$ cat src/tbdci_defs.svh
`ifndef TBDCI_DEFS_SVH
`define TBDCI_DEFS_SVH

// register byte offsets
`define TBDCI_REG_CTRL      4'h0
`define TBDCI_REG_MODSTAT   4'h4
`define TBDCI_REG_DEMOD_RB  4'h8
`define TBDCI_REG_DEMOD_G   4'hc

// control register fields
`define TBDCI_CTRL_SEL_LSB  0
`define TBDCI_CTRL_SEL_MSB  15
`define TBDCI_CTRL_RST      16'h3434

// status register fields
`define TBDCI_STAT_ACC_LSB  0
`define TBDCI_STAT_CODE_LSB 16
`define TBDCI_STAT_BLK_BIT  20

// weight words and integrator levels
`define TBDCI_MOD_SEL       16'h3434
`define TBDCI_REF_LEVEL     9'h100
`define TBDCI_MIN_LEVEL     9'h001
`define TBDCI_MAX_LEVEL     9'h1ff
`define TBDCI_ZERO_CODE     3'h4

// loop timing
`define TBDCI_LOOP_NS       80
`define TBDCI_CLK_NS        50
`define TBDCI_LOOP_CYC \
   (((`TBDCI_LOOP_NS / `TBDCI_CLK_NS) < 1) ? 1 : \
    (`TBDCI_LOOP_NS / `TBDCI_CLK_NS))

`endif

$ cat src/tbdci_pkg.sv
package tbdci_pkg;

   typedef logic [8:0]  tbdci_level_t;
   typedef logic [2:0]  tbdci_code_t;
   typedef logic [15:0] tbdci_sel_t;

   typedef enum logic [1:0] {
      TBDCI_CH_RED   = 2'h0,
      TBDCI_CH_BLUE  = 2'h1,
      TBDCI_CH_GREEN = 2'h2
   } tbdci_chan_e;

endpackage : tbdci_pkg

$ cat src/tbdci_top.sv
`include "tbdci_defs.svh"

// Behaviour
// - retrace blanking forces mod and demod integrators to reference level
// - first sample after blanking integrates from the reference level
// - seven comparator lines priority-encoded; highest asserted line wins
// - code captured on word sample clock, delivered once per sample
// - code 111 is largest positive step, 011 largest negative step
// - each code selects a weight added to or subtracted from integrator
// - integrator holds its value without leakage between updates
// - whole modulator loop completes within one sample period, one 50 ns clock
// - modulator uses fixed step weights 3434, ignores selectable weights
// - 9-bit adder is carry-select: duplicated upper slices picked by carry
// - add or subtract chosen from the weight's most significant bit
// - sum stored each sample, fed back, and drives converter output
// - demodulator has three identical independent red, blue, green channels
// - demod code becomes signed form, then weighted by step converter
// - demod adds or subtracts weight with sum delayed one clock
// - weights are 9-bit sign-magnitude, msb set means negative
// - negative weight feeds complemented magnitude into the adder
// - negative add returns carry out into the sum (end-around carry)
// - stored sum uses offset unipolar coding for unipolar converter
module tbdci_top (
   input  wire logic        clk,
   input  wire logic        rst_b,
   input  wire logic [6:0]  cmp_lines,
   input  wire logic        blank,
   input  wire logic [2:0]  dm_code_red,
   input  wire logic [2:0]  dm_code_blue,
   input  wire logic [2:0]  dm_code_green,
   input  wire logic [3:0]  avs_address,
   input  wire logic        avs_read,
   input  wire logic        avs_write,
   input  wire logic [31:0] avs_writedata,
   output logic      [31:0] avs_readdata,
   output logic             avs_waitrequest,
   output logic      [2:0]  mod_code_q,
   output logic             mod_code_valid_q,
   output logic      [8:0]  mod_dac_q,
   output logic      [8:0]  dm_dac_red,
   output logic      [8:0]  dm_dac_blue,
   output logic      [8:0]  dm_dac_green
);

   ////////////////////////////////////////////////////////////////////////
   // functions

   // priority encoder, then folded onto the modified binary step code
   function automatic tbdci_pkg::tbdci_code_t enc_code(
      input logic [6:0] lines
   );
      logic [2:0] lvl;
      lvl = 3'h0;
      for (int i = 0; i < 7; i++) begin
         if (lines[i]) begin
            lvl = 3'(i + 1);
         end
      end
      // upper half maps straight, lower half mirrors so 011 is deepest
      enc_code = lvl[2] ? lvl : {1'b0, ~lvl[1:0]};
   endfunction : enc_code

   // step code to 9-bit sign-magnitude weight
   function automatic tbdci_pkg::tbdci_level_t step_weight(
      input tbdci_pkg::tbdci_code_t code,
      input tbdci_pkg::tbdci_sel_t  sel
   );
      logic [7:0] mag;
      mag = {4'h0, sel[3:0]};
      if (code[1:0] >= 2'h1) begin
         mag = mag + {4'h0, sel[7:4]};
      end
      if (code[1:0] >= 2'h2) begin
         mag = mag + {4'h0, sel[11:8]};
      end
      if (code[1:0] == 2'h3) begin
         mag = mag + {4'h0, sel[15:12]};
      end
      // code bit 2 set is a positive step; weight msb set is negative
      step_weight = {~code[2], mag};
   endfunction : step_weight

   // carry-select 9-bit add, returns {carry, sum}
   function automatic logic [9:0] cs_add(
      input logic [8:0] a,
      input logic [8:0] b
   );
      logic [4:0] lo;
      logic [4:0] mid0;
      logic [4:0] mid1;
      logic [1:0] hi0;
      logic [1:0] hi1;
      logic [4:0] mid;
      logic [1:0] hi;
      lo   = {1'b0, a[3:0]} + {1'b0, b[3:0]};
      // both upper slices are computed ahead of the lower carry
      mid0 = {1'b0, a[7:4]} + {1'b0, b[7:4]};
      mid1 = {1'b0, a[7:4]} + {1'b0, b[7:4]} + 5'h01;
      hi0  = {1'b0, a[8]} + {1'b0, b[8]};
      hi1  = {1'b0, a[8]} + {1'b0, b[8]} + 2'h1;
      mid  = lo[4] ? mid1 : mid0;
      hi   = mid[4] ? hi1 : hi0;
      cs_add = {hi, mid[3:0], lo[3:0]};
   endfunction : cs_add

   // one integrator step in offset code, with end-around carry
   function automatic tbdci_pkg::tbdci_level_t integ(
      input tbdci_pkg::tbdci_level_t acc,
      input tbdci_pkg::tbdci_level_t w
   );
      logic [8:0] opnd;
      logic [9:0] s;
      logic [9:0] s2;
      // sign picks subtract; complemented magnitude needs the end-around carry fixup
      opnd = w[8] ? {1'b1, ~w[7:0]} : {1'b0, w[7:0]};
      s    = cs_add(acc, opnd);
      if (!w[8]) begin
         integ = s[9] ? `TBDCI_MAX_LEVEL : s[8:0];
      end else if (!s[9]) begin
         // no carry on subtract means the result fell to zero or below
         integ = `TBDCI_MIN_LEVEL;
      end else begin
         s2 = cs_add(s[8:0], 9'h001);
         integ = (s2[8:0] == 9'h000) ? `TBDCI_MIN_LEVEL : s2[8:0];
      end
   endfunction : integ

   ////////////////////////////////////////////////////////////////////////
   // word sample clock divider

   localparam int LOOP_CYC = `TBDCI_LOOP_CYC;

   logic [3:0] div_q;
   logic       word_sample_clock;

   // the loop closes in one clock, so the sample period never exceeds 80 ns
   assign word_sample_clock = (div_q == 4'(LOOP_CYC - 1));

   always_ff @(posedge clk) begin
      if (!rst_b) begin
         div_q <= 4'h0;
      end else if (word_sample_clock) begin
         div_q <= 4'h0;
      end else begin
         div_q <= div_q + 4'h1;
      end
   end

   ////////////////////////////////////////////////////////////////////////
   // modulator: encoder register and integrator

   tbdci_pkg::tbdci_code_t  mod_code_d;
   tbdci_pkg::tbdci_level_t mod_w;

   assign mod_code_d = enc_code(cmp_lines);
   // hard-wired weights, the control register never reaches this path
   assign mod_w = step_weight(mod_code_d, `TBDCI_MOD_SEL);

   always_ff @(posedge clk) begin
      if (!rst_b) begin
         mod_code_q       <= `TBDCI_ZERO_CODE;
         mod_code_valid_q <= 1'b0;
      end else begin
         mod_code_valid_q <= word_sample_clock;
         if (word_sample_clock) begin
            mod_code_q <= mod_code_d;
         end
      end
   end

   always_ff @(posedge clk) begin
      if (!rst_b) begin
         mod_dac_q <= `TBDCI_REF_LEVEL;
      end else if (blank) begin
         mod_dac_q <= `TBDCI_REF_LEVEL;
      end else if (word_sample_clock) begin
         // after blanking this starts from the reference level
         mod_dac_q <= integ(mod_dac_q, mod_w);
      end
      // otherwise the stored sum holds with no decay
   end

   ////////////////////////////////////////////////////////////////////////
   // demodulator: three identical channels

   tbdci_pkg::tbdci_sel_t   sel_q;
   tbdci_pkg::tbdci_level_t dm_acc_q [3];
   tbdci_pkg::tbdci_code_t  dm_code  [3];

   assign dm_code[tbdci_pkg::TBDCI_CH_RED]   = dm_code_red;
   assign dm_code[tbdci_pkg::TBDCI_CH_BLUE]  = dm_code_blue;
   assign dm_code[tbdci_pkg::TBDCI_CH_GREEN] = dm_code_green;

   for (genvar ch = 0; ch < 3; ch++) begin : g_demod
      tbdci_pkg::tbdci_level_t w;
      // weights track the selector, which must match the modulator
      assign w = step_weight(dm_code[ch], sel_q);

      always_ff @(posedge clk) begin
         if (!rst_b) begin
            dm_acc_q[ch] <= `TBDCI_REF_LEVEL;
         end else if (blank) begin
            dm_acc_q[ch] <= `TBDCI_REF_LEVEL;
         end else if (word_sample_clock) begin
            dm_acc_q[ch] <= integ(dm_acc_q[ch], w);
         end
      end
   end

   assign dm_dac_red   = dm_acc_q[tbdci_pkg::TBDCI_CH_RED];
   assign dm_dac_blue  = dm_acc_q[tbdci_pkg::TBDCI_CH_BLUE];
   assign dm_dac_green = dm_acc_q[tbdci_pkg::TBDCI_CH_GREEN];

   ////////////////////////////////////////////////////////////////////////
   // avalon-mm slave, one wait state on every access

   logic        req;
   logic        ack;
   logic [31:0] rdata_d;

   assign req = avs_read | avs_write;
   // ack is the cycle where waitrequest is low and the request is taken
   assign ack = req & ~avs_waitrequest;

   always_comb begin
      rdata_d = 32'h0000_0000;
      unique case (avs_address[3:2])
         2'h0: rdata_d[15:0] = sel_q;
         2'h1: begin
            rdata_d[`TBDCI_STAT_ACC_LSB +: 9]  = mod_dac_q;
            rdata_d[`TBDCI_STAT_CODE_LSB +: 3] = mod_code_q;
            rdata_d[`TBDCI_STAT_BLK_BIT]       = blank;
         end
         2'h2: begin
            rdata_d[8:0]   = dm_acc_q[tbdci_pkg::TBDCI_CH_RED];
            rdata_d[24:16] = dm_acc_q[tbdci_pkg::TBDCI_CH_BLUE];
         end
         2'h3: rdata_d[8:0] = dm_acc_q[tbdci_pkg::TBDCI_CH_GREEN];
      endcase
   end

   always_ff @(posedge clk) begin
      if (!rst_b) begin
         avs_waitrequest <= 1'b1;
         avs_readdata    <= 32'h0000_0000;
      end else if (ack) begin
         avs_waitrequest <= 1'b1;
      end else if (req) begin
         avs_waitrequest <= 1'b0;
         avs_readdata    <= avs_read ? rdata_d : 32'h0000_0000;
      end
   end

   always_ff @(posedge clk) begin
      if (!rst_b) begin
         sel_q <= `TBDCI_CTRL_RST;
      end else if (ack && avs_write &&
                   (avs_address == `TBDCI_REG_CTRL)) begin
         sel_q <= avs_writedata[`TBDCI_CTRL_SEL_MSB:`TBDCI_CTRL_SEL_LSB];
      end
   end

endmodule : tbdci_top

$ cat config.mk
export PLATFORM = sky130hd
export DESIGN_NAME = tbdci_top
export DESIGN_NICKNAME = d
export VERILOG_FILES = /design/src/tbdci_pkg.sv /design/src/tbdci_top.sv
export VERILOG_INCLUDE_DIRS = /design/src
export SDC_FILE = /design/constraint.sdc
export NUM_CORES = 1
export LEC_CHECK = 0
export BUFFER_PORTS_ARGS = -buffer_cell sky130_fd_sc_hd__buf_4
export CORE_UTILIZATION = 60
export DETAILED_ROUTE_END_ITERATION = 8
export PLACE_DENSITY = 0.84
export SLEW_MARGIN = 30
export SYNTH_ARGS = -nofsm -noshare
export SYNTH_HDL_FRONTEND = slang
export SYNTH_SLANG_ARGS = --single-unit
$ cat constraint.sdc
create_clock -name clk -period 13.4 [get_ports clk]
set_clock_uncertainty 0.15 [all_clocks]
set_input_delay 2.68 -clock clk [delete_from_list [all_inputs] [get_ports clk]]
set_output_delay 2.68 -clock clk [all_outputs]
set_load 0.05 [all_outputs]
* Word level (Yosys, flattened, before mapping)
Memory sizes are Yosys's and may differ from the RTL's. Cells that the tools add are included.
Word-level totals: register bits 66, bits in writable memories 27, input bits 57, output and inout bits 73, word-level logic and storage cells 180, memories kept 1
Memory list:
- dm_acc_q | words 3, bits a word 9, rd ports 3, clocked after memory_dff 0, write ports 3, line tbdci_top.sv:187 | tbdci_pkg::tbdci_level_t dm_acc_q [3];
Cells by class: $add $sub $neg 42, magnitude comparators 8, equality and inequality tests 7, muxes and demuxes 86, bitwise operators 16, reductions and logical operators 13
Operators by type and width (count):
- $mux 9 | 35
- $mux 8 | 8
- $mux 5 | 11
- $add 8x4->8 | 6
- $add 4x4->5 | 9
- $add 4x1->5 const B | 8
- $logic_not 9->1 | 4
- $pmux 9 s4 | 1
- $not 8->8 | 4
- $mux 25 | 1
- $add 5x1->5 const B | 4
- $mux 3 | 6
- $mux 1 | 14
- $eq 2x2->1 const B | 6
- $mux 2 | 6
- $add 1x1->2 | 4
- $add 2x1->2 const B | 4
- $add 8x2->8 const B | 1
- $add 8x3->8 const B | 1
- $ge 2x1->1 const B | 4
- $ge 2x2->1 const B | 4
- $logic_not 4->1 | 2
- $mux 7 | 1
- $or 1x1->1 | 7
- 13 further kinds | 21

* Depth between registers and ports, before layout
word-level depth 27, gate-level depth with buffers 26

* Worst setup path after synthesis
OpenSTA, ideal clock, no wires.
kind input-to-reg, start input port dm_code_blue[1], end memory dm_acc_q[1][1] in the netlist's numbering (data pin), arrival time 7.842 ns, setup slack 5.152 ns, cell stages on the path 23, buffers on the path 0, cells stage by stage nor2_1 mux2_2 ha_1 fa_1 mux2i_1 fa_1 nor2b_1 o21ai_0 a21oi_1 xnor2_1 xnor2_1 ha_1 fa_1 ha_1 mux2i_1 inv_1 ha_1 nor2_1 mux2i_1 o211ai_1 o21ai_0 or4_4 a41o_1
RTL lines:
- from (decl) | line tbdci_top.sv:29 | input wire logic [2:0] dm_code_blue,
- to (decl) | line tbdci_top.sv:187

==> run_results.csv <==
group,metric,value,unit
logic_synthesis,synth_ff_type,"dfxtp_1",
min_path,hp-class,"register to register",
critical_path,crit_top_cell,"ha_1",
logic_synthesis,synth_top_area_share,14.0,%
critical_path,start_kind,"input pin",
sta,setup_viol,0,
route,num_vias,7540,
critical_path,max_stage_delay,0.56,ns
logic_synthesis,postSynthCellCount,993,
critical_path,worst-r2r-cell-count,25,
critical_path,worstPathRequired,13.36,ns
power,p_per_area,111,nW/um^2
min_path,min_to,"div_q[0]",
placed_design,pre_cts_ws,4.44,ns
final_layout,area_delta_synth_final,14.5,%
logic_synthesis,ys_ff_latch,86,
final_layout,drive_gt1_share,16.3,%
grt,antenna_found_initial,0,
sta,fin_setup_tns,0,ns
grt,grt_use_total,30.1,%
sta,rsz0062_at_grt,"no",
route,drt-pass1-iter-count,7,
flow_run,maxCapViolCount,0,
floorplanning,start_util,62.5,%
logic_synthesis,ys_warn_count,0,
clock_tree,cts_hold_buffers,0,
floorplanning,core_region_area,13500,um^2
clock_tree,cts_made_buffers,9,
route,wl_per_cell,17.1,um
final_layout,nets,1242,
logic_synthesis,syn-cell-area,8440,um^2
sta,hold_slack,0.330,ns
sta,slew_headroom,39.8,%
sta,max_freq,116,MHz
route,wl,21600,um
power,leakage,4.30,nW
floorplanning,dieArea,14500,um^2
clock_tree,cts.sinks,86,
min_path,hold_depth,1,
power,p_total,1.07,mW
grt,grt_pass1_vias,6789,
outcome,status,"complete, no violations",
clock_tree,htreeDepth,3,
logic_synthesis,synth-edff-count,27,
route,drt_iter0_markers,769,
min_path,min_from,"div_q[0]",
floorplanning,die_h,121,um
clock_tree,clk_pin_slew,0.06,ns
sta,worstMarginPinSlew,0.899,ns
critical_path,timing.rr.end,"dm_acc_q[1][1]",
critical_path,crit_start,"dm_code_blue[1]",
logic_synthesis,synthArstFlopShare,0,%
critical_path,crit_buf_inv,2,
clock_tree,clk_path_buf_depth,2,
sta,min_period,8.64,ns
critical_path,regToRegStartpoint,"sel_q[0]",
route,ant_nets,0,
critical_path,arrival,8.61,ns
logic_synthesis,synth_largest_area_cell,"dfxtp_1",
critical_path,ff2ff_setup_slack,6.52,ns
sta,finalHoldViolCount,0,
critical_path,worst_setup_path_end_kind,"register",
logic_synthesis,ys_types,74,
clock_tree,worstSkewPairLatency,0.36,ns
logic_synthesis,synth.most_common_cell,"nand2_1",
power,ir_drop,0.0772,mV
critical_path,crit_path_max_fanout,13,
grt,grt_overflow,0,
placed_design,gp_congestion,0.949,
critical_path,crit_slowest_cell,"or4_4",
final_layout,final_area,9660,um^2
clock_tree,clock_tree.root_cell,"clkbuf_16",
sta,setup_slack,4.76,ns
grt,grt_first_pass_wirelength,34400,um
floorplanning,ios,130,
critical_path,critPathTopFamily,"adder cells",
final_layout,antenna_cells,0,
floorplanning,num_rows,42,
logic_synthesis,ys_top_cells_by_area,"dfxtp_1 (14%), ha_1 (13%), edfxtp_1 (9.6%)",
sta,final_max_slew_viol_count,0,
route,drc,0,
placed_design,dp_hpwl,16600,um
floorplanning,chipWidth,121,um
critical_path,path_class,"input pin to register",
logic_synthesis,ys_seq_area_share,23.6,%
route,avgViaCountPerCell,5.97,
placed_design,port_buffers,106,
grt,grt_max_degree,51,
placed_design,placed_area,9340,um^2
logic_synthesis,syn_area_per_cell,8.50,um^2
clock_tree,cts_tree,"done",
clock_tree,cts_resized,0,
clock_tree,cts_setup_buffers,0,
sta,timing.final.crit_share,64.5,%
logic_synthesis,synth_common_cells,"nand2_1 (113), ha_1 (89), a21oi_1 (72), xnor2_1 (65), dfxtp_1 (59)",
[metal layers]
metal  part of all wire [%]  track usage (%)  vias up
met5                      0                0        -
met4                    1.7             8.80        0
met3                    7.4             6.23       30
met2                     46             47.1      295
met1                     45             41.6     3517
li1                       -                -     3698
[registers in the layout, indices dropped and copies added (netlist names)]
register and flops:
avs_waitrequest 1, mod_code_q 3, div_q 4, avs_readdata 25, dm_acc_q 27, mod_dac_q 9, sel_q 16, mod_code_valid_q 1
[cell usage in the layout, fill, tap and decap left out, types with 25 or more instances in the layout]
cell | Yosys | routed
edfxtp_1 | 27 | 27
xnor2_1 | 65 | 65
ha_1 | 89 | 89
nand2_1 | 113 | 113
nor2b_1 | 39 | 39
buf_4 | 8 | 110
xor2_1 | 34 | 34
inv_1 | 53 | 53
a22oi_1 | 25 | 25
dfxtp_1 | 59 | 59
a21oi_1 | 72 | 72
o21ai_0 | 57 | 57
nor2_1 | 52 | 51
[kinds of logic (layout without fill, tap and decap cells)]
kind of cell / Yosys count / count (layout) / share of synthesized area [%]
AND/OR/NAND/NOR: 307 / 307 / 18.1
AO/OA/AOI/OAI: 255 / 255 / 19.5
XOR/XNOR: 107 / 107 / 12.2
adder cells (fa/ha/maj): 104 / 104 / 16.8
buffers and inverters: 95 / 182 / 4.58
flip-flops: 86 / 86 / 23.6
multiplexers: 38 / 38 / 5.14
other: 1 / 7 / 0.0444
[where the power goes]
group	internal, mW	switching (mW)	total [mW]
clock network	0.151	0.112	0.263
logic	0.197	0.302	0.498
registers	0.286	0.0238	0.310
[stage by stage]
step,instances,utilization [%]
floorplan,999,-
global placement,1246,69.2
detailed placement,1246,69.2
CTS,1262,71.5
global route,1262,71.5
finish,1262,71.5
[how the worst max path moves through the flow]
stage                     end  cells past startpoint
6_report       dm_acc_q[1][1]                     25
5_1_grt        dm_acc_q[1][1]                     27
4_1_cts        dm_acc_q[1][1]                     24
3_5_place_dp   dm_acc_q[1][1]                     25
3_3_place_gp   dm_acc_q[1][1]                     27
2_1_floorplan  dm_acc_q[1][1]                     23
[cell type report]
type	count	area, um^2
Timing Repair Buffer	110	826
Tap cell	176	220
Multi-Input combinational cell	818	6110
Fill cell	1046	3840
Clock buffer	10	239
Inverter	56	210
Clock inverter	6	67.6
Sequential cell	86	1990
Power figures use the tool's default switching activity.
